### src/hbp_pkg.sv
// Constants shared by the host bus buffer port and its output queue.
package hbp_pkg;

  // Width of the host data bus and of every buffer.
  localparam int HBP_DATA_W = 8;
  // Default depth of the firmware-to-host output queue.
  localparam int HBP_FIFO_DEPTH = 8;

  // Bit positions of the status byte seen by the master.
  localparam int HBP_ST_OUT_FULL = 0;
  localparam int HBP_ST_IN_FULL = 1;
  localparam int HBP_ST_USER_F0 = 2;
  localparam int HBP_ST_CMD_DATA = 3;
  localparam int HBP_ST_USER_LO = 4;
  localparam int HBP_ST_USER_W = 4;

  // Values taken at reset.
  localparam logic [7:0] HBP_BYTE_RST = 8'h00;
  localparam logic [3:0] HBP_USER_RST = 4'h0;
  localparam logic HBP_FLAG_RST = 1'b0;
  // Idle level of the active-low host strobes and chip select.
  localparam logic HBP_PIN_IDLE = 1'b1;

  // Value of the select line that addresses the status byte or a command.
  localparam logic HBP_SEL_STATUS = 1'b1;

  // Access the master is making, decoded from the synchronised pins.
  typedef enum logic [1:0] {
    HBP_ACC_IDLE = 2'b00,
    HBP_ACC_READ = 2'b01,
    HBP_ACC_WRITE = 2'b10
  } hbp_access_t;

endpackage : hbp_pkg

### src/hbp_stream_if.sv
// Valid/ready word stream between the port logic and its output queue.
`timescale 1ns/100ps
`default_nettype none

interface hbp_stream_if #(parameter int WIDTH = 8);
  logic valid;
  logic ready;
  logic [WIDTH-1:0] data;

  // Side that offers words.
  modport src (output valid, output data, input ready);
  // Side that takes words.
  modport snk (input valid, input data, output ready);
endinterface : hbp_stream_if

`default_nettype wire

### src/hbp_fifo.sv
// Synchronous FIFO with valid/ready on both sides.
`timescale 1ns/100ps
`default_nettype none

module hbp_fifo
  import hbp_pkg::*;
#(
  parameter int WIDTH = HBP_DATA_W,
  parameter int DEPTH = HBP_FIFO_DEPTH
)
(
  input wire logic i_clock,
  input wire logic i_reset_n,
  hbp_stream_if.snk fill,
  hbp_stream_if.src drain
);

  localparam int AW = (DEPTH > 1) ? $clog2(DEPTH) : 1;
  // Occupancy at which no further word fits; one bit wider than the pointers.
  localparam logic [AW:0] CNT_FULL = DEPTH[AW:0];

  // Depth must be a power of two so the pointers wrap naturally.
  if (DEPTH < 2 || (DEPTH & (DEPTH - 1)) != 0 || WIDTH < 1)
  begin : g_bad_param
    $error("hbp_fifo: DEPTH must be a power of two of at least 2");
  end

  logic [WIDTH-1:0] mem [DEPTH];
  logic [AW-1:0] wr_ptr_r;
  logic [AW-1:0] rd_ptr_r;
  logic [AW:0] count_r;
  logic do_push;
  logic do_pop;

  ////////////////////////////////////////////////////////////////////////////
  // Handshake decode: full and empty come straight from the word count.
  assign fill.ready = (count_r != CNT_FULL);
  assign drain.valid = (count_r != '0);
  assign drain.data = mem[rd_ptr_r];
  assign do_push = fill.valid && fill.ready;
  assign do_pop = drain.valid && drain.ready;

  ////////////////////////////////////////////////////////////////////////////
  // Storage array, written on every accepted word.
  always_ff @(posedge i_clock)
  begin
    if (do_push)
    begin
      mem[wr_ptr_r] <= fill.data;
    end
  end

  // Pointers and occupancy.
  always_ff @(posedge i_clock or negedge i_reset_n)
  begin
    if (!i_reset_n)
    begin
      wr_ptr_r <= '0;
      rd_ptr_r <= '0;
      count_r <= '0;
    end
    else
    begin
      if (do_push)
      begin
        wr_ptr_r <= wr_ptr_r + 1'b1;
      end
      if (do_pop)
      begin
        rd_ptr_r <= rd_ptr_r + 1'b1;
      end
      if (do_push && !do_pop)
      begin
        count_r <= count_r + 1'b1;
      end
      else if (do_pop && !do_push)
      begin
        count_r <= count_r - 1'b1;
      end
    end
  end

endmodule : hbp_fifo

`default_nettype wire

### src/hbp_host_port.sv
// Host bus buffer port: master-facing pins, buffers and status byte.
//
// Summary of operation
// - Selected read drives output buffer (select 0) or status (select 1); else bus floats.
// - Selected write stores data when select is 0, a command when select is 1.
// - Status byte: upper four firmware bits; low bits output-full, input-full, flag0, cmd/data.
// - Output-full sets on firmware push, clears when master reads output buffer.
// - Input-full sets on every selected master write, clears on firmware pull.
// - Firmware clears or complements flag zero; master sees it in status.
// - Every selected master write loads the command/data flag from the select line.
// - Firmware may also clear or complement the command/data flag.
// - Firmware push copies push data to output buffer, through the queue when it is busy, and sets output-full.
// - Master write strobe while selected captures bus byte and sets input-full.
// - Selected write latches the host-write pending flag and sets input-full.
`timescale 1ns/100ps
`default_nettype none

module hbp_host_port
  import hbp_pkg::*;
#(
  parameter int QUEUE_DEPTH = HBP_FIFO_DEPTH
)
(
  input wire logic i_clock,
  input wire logic i_reset_n,
  input wire logic i_chip_enable_n,
  input wire logic i_fetch_strobe_n,
  input wire logic i_load_strobe_n,
  input wire logic i_port_select,
  input wire logic [7:0] i_host_data_lines,
  output logic [7:0] o_host_data_lines,
  output logic o_host_data_lines_oe,
  input wire logic i_push_to_host,
  input wire logic [7:0] i_push_data,
  output logic o_push_ready,
  input wire logic i_pull_from_host,
  output logic [7:0] o_pull_data,
  input wire logic i_load_upper_status,
  input wire logic [3:0] i_upper_status,
  input wire logic i_flag0_clear,
  input wire logic i_flag0_toggle,
  input wire logic i_cmd_flag_clear,
  input wire logic i_cmd_flag_toggle,
  input wire logic i_write_pending_ack,
  output logic o_out_buffer_full,
  output logic o_in_buffer_full,
  output logic o_user_flag_zero,
  output logic o_command_data_flag,
  output logic o_host_write_pending
);

  // Two-stage synchronisers for every host pin.
  logic [11:0] pin_meta_r;
  logic [11:0] pin_sync_r;
  logic cs_n_s;
  logic rd_n_s;
  logic wr_n_s;
  logic sel_s;
  logic [7:0] data_s;
  hbp_access_t access;
  hbp_access_t access_prev_r;
  logic write_end;
  logic read_end;

  // Buffers and status.
  logic [7:0] out_buf_r;
  logic [7:0] in_buf_r;
  logic in_sel_r;
  logic obf_r;
  logic ibf_r;
  logic f0_r;
  logic f1_r;
  logic [3:0] user_r;
  logic pending_r;
  logic load_direct;
  logic [7:0] status_byte;

  hbp_stream_if #(.WIDTH(HBP_DATA_W)) q_fill ();
  hbp_stream_if #(.WIDTH(HBP_DATA_W)) q_drain ();

  // Toggle/clear update shared by both firmware-controlled flags.
  function automatic logic flag_update(input logic cur, input logic clr, input logic tgl);
    logic res;
    res = cur;
    if (clr)
    begin
      res = 1'b0;
    end
    else if (tgl)
    begin
      res = ~cur;
    end
    return res;
  endfunction

  ////////////////////////////////////////////////////////////////////////////
  // Host pin synchronisers; only the second stage is read by logic.
  always_ff @(posedge i_clock or negedge i_reset_n)
  begin
    if (!i_reset_n)
    begin
      pin_meta_r <= {HBP_PIN_IDLE, HBP_PIN_IDLE, HBP_PIN_IDLE, 1'b0, HBP_BYTE_RST};
      pin_sync_r <= {HBP_PIN_IDLE, HBP_PIN_IDLE, HBP_PIN_IDLE, 1'b0, HBP_BYTE_RST};
    end
    else
    begin
      pin_meta_r <= {i_chip_enable_n, i_fetch_strobe_n, i_load_strobe_n, i_port_select,
                     i_host_data_lines};
      pin_sync_r <= pin_meta_r;
    end
  end

  assign {cs_n_s, rd_n_s, wr_n_s, sel_s, data_s} = pin_sync_r;

  // Decode the access; a strobe only counts while chip select is low.
  always_comb
  begin
    access = HBP_ACC_IDLE;
    if (!cs_n_s && !rd_n_s && wr_n_s)
    begin
      access = HBP_ACC_READ;
    end
    else if (!cs_n_s && !wr_n_s && rd_n_s)
    begin
      access = HBP_ACC_WRITE;
    end
  end

  always_ff @(posedge i_clock or negedge i_reset_n)
  begin
    if (!i_reset_n)
    begin
      access_prev_r <= HBP_ACC_IDLE;
    end
    else
    begin
      access_prev_r <= access;
    end
  end

  // An access completes on the cycle its decode falls away.
  assign write_end = (access_prev_r == HBP_ACC_WRITE) && (access != HBP_ACC_WRITE);
  assign read_end = (access_prev_r == HBP_ACC_READ) && (access != HBP_ACC_READ);

  ////////////////////////////////////////////////////////////////////////////
  // Status byte as the master sees it.
  // status byte layout
  always_comb
  begin
    status_byte = HBP_BYTE_RST;
    status_byte[HBP_ST_OUT_FULL] = obf_r;
    status_byte[HBP_ST_IN_FULL] = ibf_r;
    status_byte[HBP_ST_USER_F0] = f0_r;
    status_byte[HBP_ST_CMD_DATA] = f1_r;
    status_byte[HBP_ST_USER_LO +: HBP_ST_USER_W] = user_r;
  end

  // Read data and enable come from flops; the bus floats when not selected.
  // read mux, float
  always_ff @(posedge i_clock or negedge i_reset_n)
  begin
    if (!i_reset_n)
    begin
      o_host_data_lines <= HBP_BYTE_RST;
      o_host_data_lines_oe <= 1'b0;
    end
    else
    begin
      o_host_data_lines_oe <= (access == HBP_ACC_READ);
      if (access == HBP_ACC_READ)
      begin
        o_host_data_lines <= (sel_s == HBP_SEL_STATUS) ? status_byte : out_buf_r;
      end
      else
      begin
        o_host_data_lines <= HBP_BYTE_RST;
      end
    end
  end

  ////////////////////////////////////////////////////////////////////////////
  // Input buffer follows the bus while the write strobe is held, so the
  // value kept is the last one sampled inside the strobe.
  // capture written byte
  always_ff @(posedge i_clock or negedge i_reset_n)
  begin
    if (!i_reset_n)
    begin
      in_buf_r <= HBP_BYTE_RST;
      in_sel_r <= 1'b0;
    end
    else if (access == HBP_ACC_WRITE)
    begin
      in_buf_r <= data_s;
      in_sel_r <= sel_s;
    end
  end

  // Input-full and the write-pending flag; a new write wins over a clear.
  // input-full set/clear
  always_ff @(posedge i_clock or negedge i_reset_n)
  begin
    if (!i_reset_n)
    begin
      ibf_r <= HBP_FLAG_RST;
      pending_r <= HBP_FLAG_RST;
    end
    else
    begin
      ibf_r <= write_end | (ibf_r & ~i_pull_from_host);
      pending_r <= write_end | (pending_r & ~i_write_pending_ack);
    end
  end

  // Firmware user flag and upper status nibble.
  // flag zero control
  always_ff @(posedge i_clock or negedge i_reset_n)
  begin
    if (!i_reset_n)
    begin
      f0_r <= HBP_FLAG_RST;
      user_r <= HBP_USER_RST;
    end
    else
    begin
      f0_r <= flag_update(f0_r, i_flag0_clear, i_flag0_toggle);
      if (i_load_upper_status)
      begin
        user_r <= i_upper_status;
      end
    end
  end

  // Command/data flag: a master write takes priority over firmware action.
  // load from select
  always_ff @(posedge i_clock or negedge i_reset_n)
  begin
    if (!i_reset_n)
    begin
      f1_r <= HBP_FLAG_RST;
    end
    else if (write_end)
    begin
      f1_r <= in_sel_r;
    end
    else
    begin
      f1_r <= flag_update(f1_r, i_cmd_flag_clear, i_cmd_flag_toggle);
    end
  end

  ////////////////////////////////////////////////////////////////////////////
  // Output path: a push goes straight to the buffer when it and the queue are
  // empty, otherwise it waits in the queue behind earlier bytes.
  assign load_direct = i_push_to_host && !obf_r && !q_drain.valid;
  assign q_fill.valid = i_push_to_host && !load_direct;
  assign q_fill.data = i_push_data;
  assign q_drain.ready = !obf_r;

  hbp_fifo #(
    .WIDTH(HBP_DATA_W),
    .DEPTH(QUEUE_DEPTH)
  ) u_out_queue (
    .i_clock(i_clock),
    .i_reset_n(i_reset_n),
    .fill(q_fill.snk),
    .drain(q_drain.src)
  );

  // Output buffer and output-full; a load in the read-end cycle wins.
  // push loads buffer
  always_ff @(posedge i_clock or negedge i_reset_n)
  begin
    if (!i_reset_n)
    begin
      out_buf_r <= HBP_BYTE_RST;
      obf_r <= HBP_FLAG_RST;
    end
    else if (load_direct)
    begin
      out_buf_r <= i_push_data;
      obf_r <= 1'b1;
    end
    else if (!obf_r && q_drain.valid)
    begin
      out_buf_r <= q_drain.data;
      obf_r <= 1'b1;
    end
    else if (read_end && (sel_s != HBP_SEL_STATUS) && (access_prev_r == HBP_ACC_READ))
    begin
      obf_r <= 1'b0;
    end
  end

  ////////////////////////////////////////////////////////////////////////////
  // Registered copies toward firmware.
  always_ff @(posedge i_clock or negedge i_reset_n)
  begin
    if (!i_reset_n)
    begin
      o_pull_data <= HBP_BYTE_RST;
      o_push_ready <= 1'b0;
      o_out_buffer_full <= HBP_FLAG_RST;
      o_in_buffer_full <= HBP_FLAG_RST;
      o_user_flag_zero <= HBP_FLAG_RST;
      o_command_data_flag <= HBP_FLAG_RST;
      o_host_write_pending <= HBP_FLAG_RST;
    end
    else
    begin
      o_pull_data <= in_buf_r;
      o_push_ready <= q_fill.ready & ~(i_push_to_host & ~load_direct);
      o_out_buffer_full <= obf_r;
      o_in_buffer_full <= ibf_r;
      o_user_flag_zero <= f0_r;
      o_command_data_flag <= f1_r;
      o_host_write_pending <= pending_r;
    end
  end

endmodule : hbp_host_port

`default_nettype wire

### config.mk
export PLATFORM = sky130hd
export DESIGN_NAME = hbp_host_port
export DESIGN_NICKNAME = d
export VERILOG_FILES = /design/src/hbp_pkg.sv /design/src/hbp_stream_if.sv /design/src/hbp_fifo.sv /design/src/hbp_host_port.sv
export SDC_FILE = /design/constraint.sdc
export NUM_CORES = 1
export LEC_CHECK = 0
export BUFFER_PORTS_ARGS = -buffer_cell sky130_fd_sc_hd__clkbuf_2
export CORE_MARGIN = 10
export CORE_UTILIZATION = 45
export DETAILED_ROUTE_END_ITERATION = 8
export PLACE_DENSITY = 0.65
export SLEW_MARGIN = 20
export SYNTH_ARGS = -nofsm -noshare
export SYNTH_HDL_FRONTEND = slang
export SYNTH_HIERARCHICAL = 1
export SYNTH_SLANG_ARGS = --single-unit
### constraint.sdc
create_clock -name i_clock -period 5.3 [get_ports i_clock]
set_clock_uncertainty 0.1 [all_clocks]
set_input_delay 1.06 -clock i_clock [delete_from_list [all_inputs] [get_ports i_clock]]
set_output_delay 1.06 -clock i_clock [all_outputs]
set_load 0.01 [all_outputs]
==> reports/qor.yml <==
detailed_routing:
  via_per_inst: 5.24
  wl_um: 9870
  num_vias: 2816
  drt_iter0_drc: 211
  routedWlPerCell_um: 18.4
  drc: 0
  final_antenna_net_count: 0
  dr.pass1.iters: 4
setup_path:
  cpPeakStageDelay_ps: 660
  path_depth: 10
  crit_chain: "or4_4 > o21a_1 > nand2_2 > inv_1 > ha_1 > inv_1 > ha_1 > or4_1 > o211ai_1 > o211ai_1"
  rrSetupSlack_ps: 2020
  cp_top_family: "simple AND/OR/NAND/NOR gates"
  reg2reg_depth: 10
  path_max_fanout: 14
  crit_end: "u_out_queue/count_r[3]"
  endpoint_kind: "flop"
  crit_path_start: "u_out_queue/count_r[2]"
  arrival_ps: 3460
  worstPathRequired_ps: 5480
  path_class: "flop to flop"
  worst-path-buf-inv: 2
  worst_r2r_startpoint: "u_out_queue/count_r[2]"
  worst_r2r_endpoint: "u_out_queue/count_r[3]"
  cp-start-kind: "flop"
  crit_slowest_cell: "or4_4"
final_layout:
  regArea_um2: 4030
  multiInputGateArea_um2: 1380
  synthToLayoutAreaGrowth_pct: 18.5
  fill_cells: 964
  stdcell_area_um2: 6540
  fin_nets: 417
  antenna_cells: 0
  drive_above_1_share_pct: 31.8
  final_cell_count_no_fill: 537
cts:
  post_cts_buffers: 0
  clk-insertion-delay-late_ps: 420
  cts_buffer_depth: 2
  numClockSinks: 148
  htree_levels: 4
  postCtsHoldBufs: 0
  cts_tree: "yes"
  cts-root-buf: "clkbuf_16"
  numCtsBuffers: 17
  path_clk_slew_ps: 60
  cts_resized: 0
placement:
  dp_slack_ps: 1950
  place_congestion: 0.776
  dp_hpwl_um: 6330
  placed_area_um2: 5950
  dp_cells: 505
  portBuffers: 56
die:
  die_x_um: 131
  initial_core_util_pct: 45.9
  placementRows: 40
  fp.coreArea_um2: 12000
  die_area_um2: 17100
  io_pins: 57
  die_h_um: 131
global_route:
  grt_max_degree: 85
  grt_pass1_vias: 2902
  grt_pass1_wl_um: 15400
  grt-ovfl-total: 0
  grt_antenna_before_repair: 0
  grt.total_usage_pct: 12.2
synth:
  synth-seq-area-share_pct: 73.1
  syn_area_um2: 5520
  synthTopCellsByArea: "dfrtp_1, edfxtp_1, mux4_1"
  ys_types: 40
  yosysWarnings: 6
  yosys.area.top_type: "dfrtp_1"
  syn_avg_cell_area_um2: 17.9
  ys_ff_latch: 148
  syn-num-nets: 349
  postSynthCellCount: 309
  synth.top_cell.area_share_pct: 35.4
sta:
  slew_violations: 0
  relSlewSlack_pct: 32.2
  finalCritPeriodShare_pct: 61.8
  hold_violations: 0
  fmax_mhz: 305
  worstMarginPinSlew_ps: 1010
  fin_ws_ps: 2020
  period_needed_ps: 3280
  rsz0062_at_grt: "no"
  finalSetupTns_ps: 0
  setup-violations-final: 0
  whs_ps: 246
power_and_ir_drop:
  p_clk_share_pct: 34.6
  p_int_w: 0.00246
  irDropWorstVdd_v: 0.000263
  power_switching_w: 0.000892
  power_density_nw_per_um2: 513
  leakage_nw: 2.70
  comb_power_share_pct: 18.8
  seqPwrFrac_pct: 46.6
  switching_share_pct: 26.6
job:
  maxCapViolCount: 0
min_path:
  holdCritStartpoint: "pin_meta_r[6]"
  hold_path_class: "flop to flop"
outcome:
  status: "completed"
-- state kept, by name, indices dropped and copies added (netlist names), 2 cells and up --
register and cells:
u_out_queue/mem 64, pin_meta_r 12, pin_sync_r 12, in_buf_r 8
o_host_data_lines 8, o_pull_data 8, out_buf_r 8, u_out_queue/count_r 4
user_r 4, u_out_queue/rd_ptr_r 3, u_out_queue/wr_ptr_r 3, access_prev_r 2
-- routing by layer --
| layer | global-route usage [%] | part of all wire (%) |
|---|---|---|
| met5 | 0 | 0 |
| met4 | 6.28 | 2.0 |
| met3 | 4.47 | 6.5 |
| met2 | 19.3 | 49 |
| met1 | 14.5 | 42 |
-- layout by cell type, fill, tap and decap left out, drive strengths merged, types with 6 or more instances in the layout --
master,instances
xnor2,8
nor2,14
dfstp,6
edfxtp,64
mux2,25
nand2,13
clkbuf,80
a22oi,8
mux4,16
o21ai,11
buf,7
inv,8
dfrtp,78
nor3,6
mux2i,9
-- layout make-up --
cell class                 count  share of cell area [%]
sequential                   148                    61.7
clock inverter                 7                    1.03
clock buffer                  25                    7.92
tap                          147                    2.81
timing repair buffer          62                    5.07
multi-input combinational    142                    21.2
inverter                       6                   0.344
-- per-stage QoR --
| step | power (W) | util [%] |
|---|---|---|
| after CTS | 0.00339 | 54.4 |
| after global placement | 0.00218 | 49.5 |
| after global routing | 0.00352 | 54.4 |
| after detailed placement | 0.00221 | 49.5 |
| final | 0.00335 | 54.4 |
| after floorplan | 0.00202 | - |
-- cells in the mapped netlist (all sizes together) --
cell	n
buf	8
or4	2
inv	6
ha	5
o21ai	11
mux2i	9
a21oi	2
clkbuf	5
o211ai	2
nor2b	2
dfrtp	78
nand2b	2
nor4	1
a2111o	1
edfxtp	64
xnor2	8
nand3b	1
or3b	2
mux4	16
or4b	1
mux2	25
a22oi	8
o21bai	1
nor2	14
or3	1
nor3	6
nor3b	1
nand2	13
dfstp	6
a41oi	1
fa	1
o21a	1
nand3	5
-- power by group through the flow --
| stage | clock (W) | combinational, W | sequential, W |
|---|---|---|---|
| 6_report | 0.00116 | 0.000630 | 0.00156 |
| 5_1_grt | 0.00124 | 0.000691 | 0.00159 |
| 4_1_cts | 0.00119 | 0.000635 | 0.00156 |
| 3_5_place_dp | 0 | 0.000630 | 0.00158 |
| 3_3_place_gp | 0 | 0.000605 | 0.00157 |
| 2_1_floorplan | 0 | 0.000520 | 0.00150 |
-- how the worst min path moves through the flow --
stage,cells after the start,end
floorplan,0,pin_sync_r[0]
global placement,0,pin_sync_r[6]
detailed placement,0,pin_sync_r[6]
CTS,0,pin_sync_r[6]
global route,0,pin_sync_r[4]
finish,0,pin_sync_r[6]
-- cells by family after synthesis --
family	synth area share, %
muxes	14.4
and+or+nand+nor	4.72
adders and majority gates	1.50
AOI/OAI and AO/OA	3.18
buffers and inverters	1.84
DFF	73.1
xor gates and xnor gates	1.27
Power figures use the tool's default switching activity.
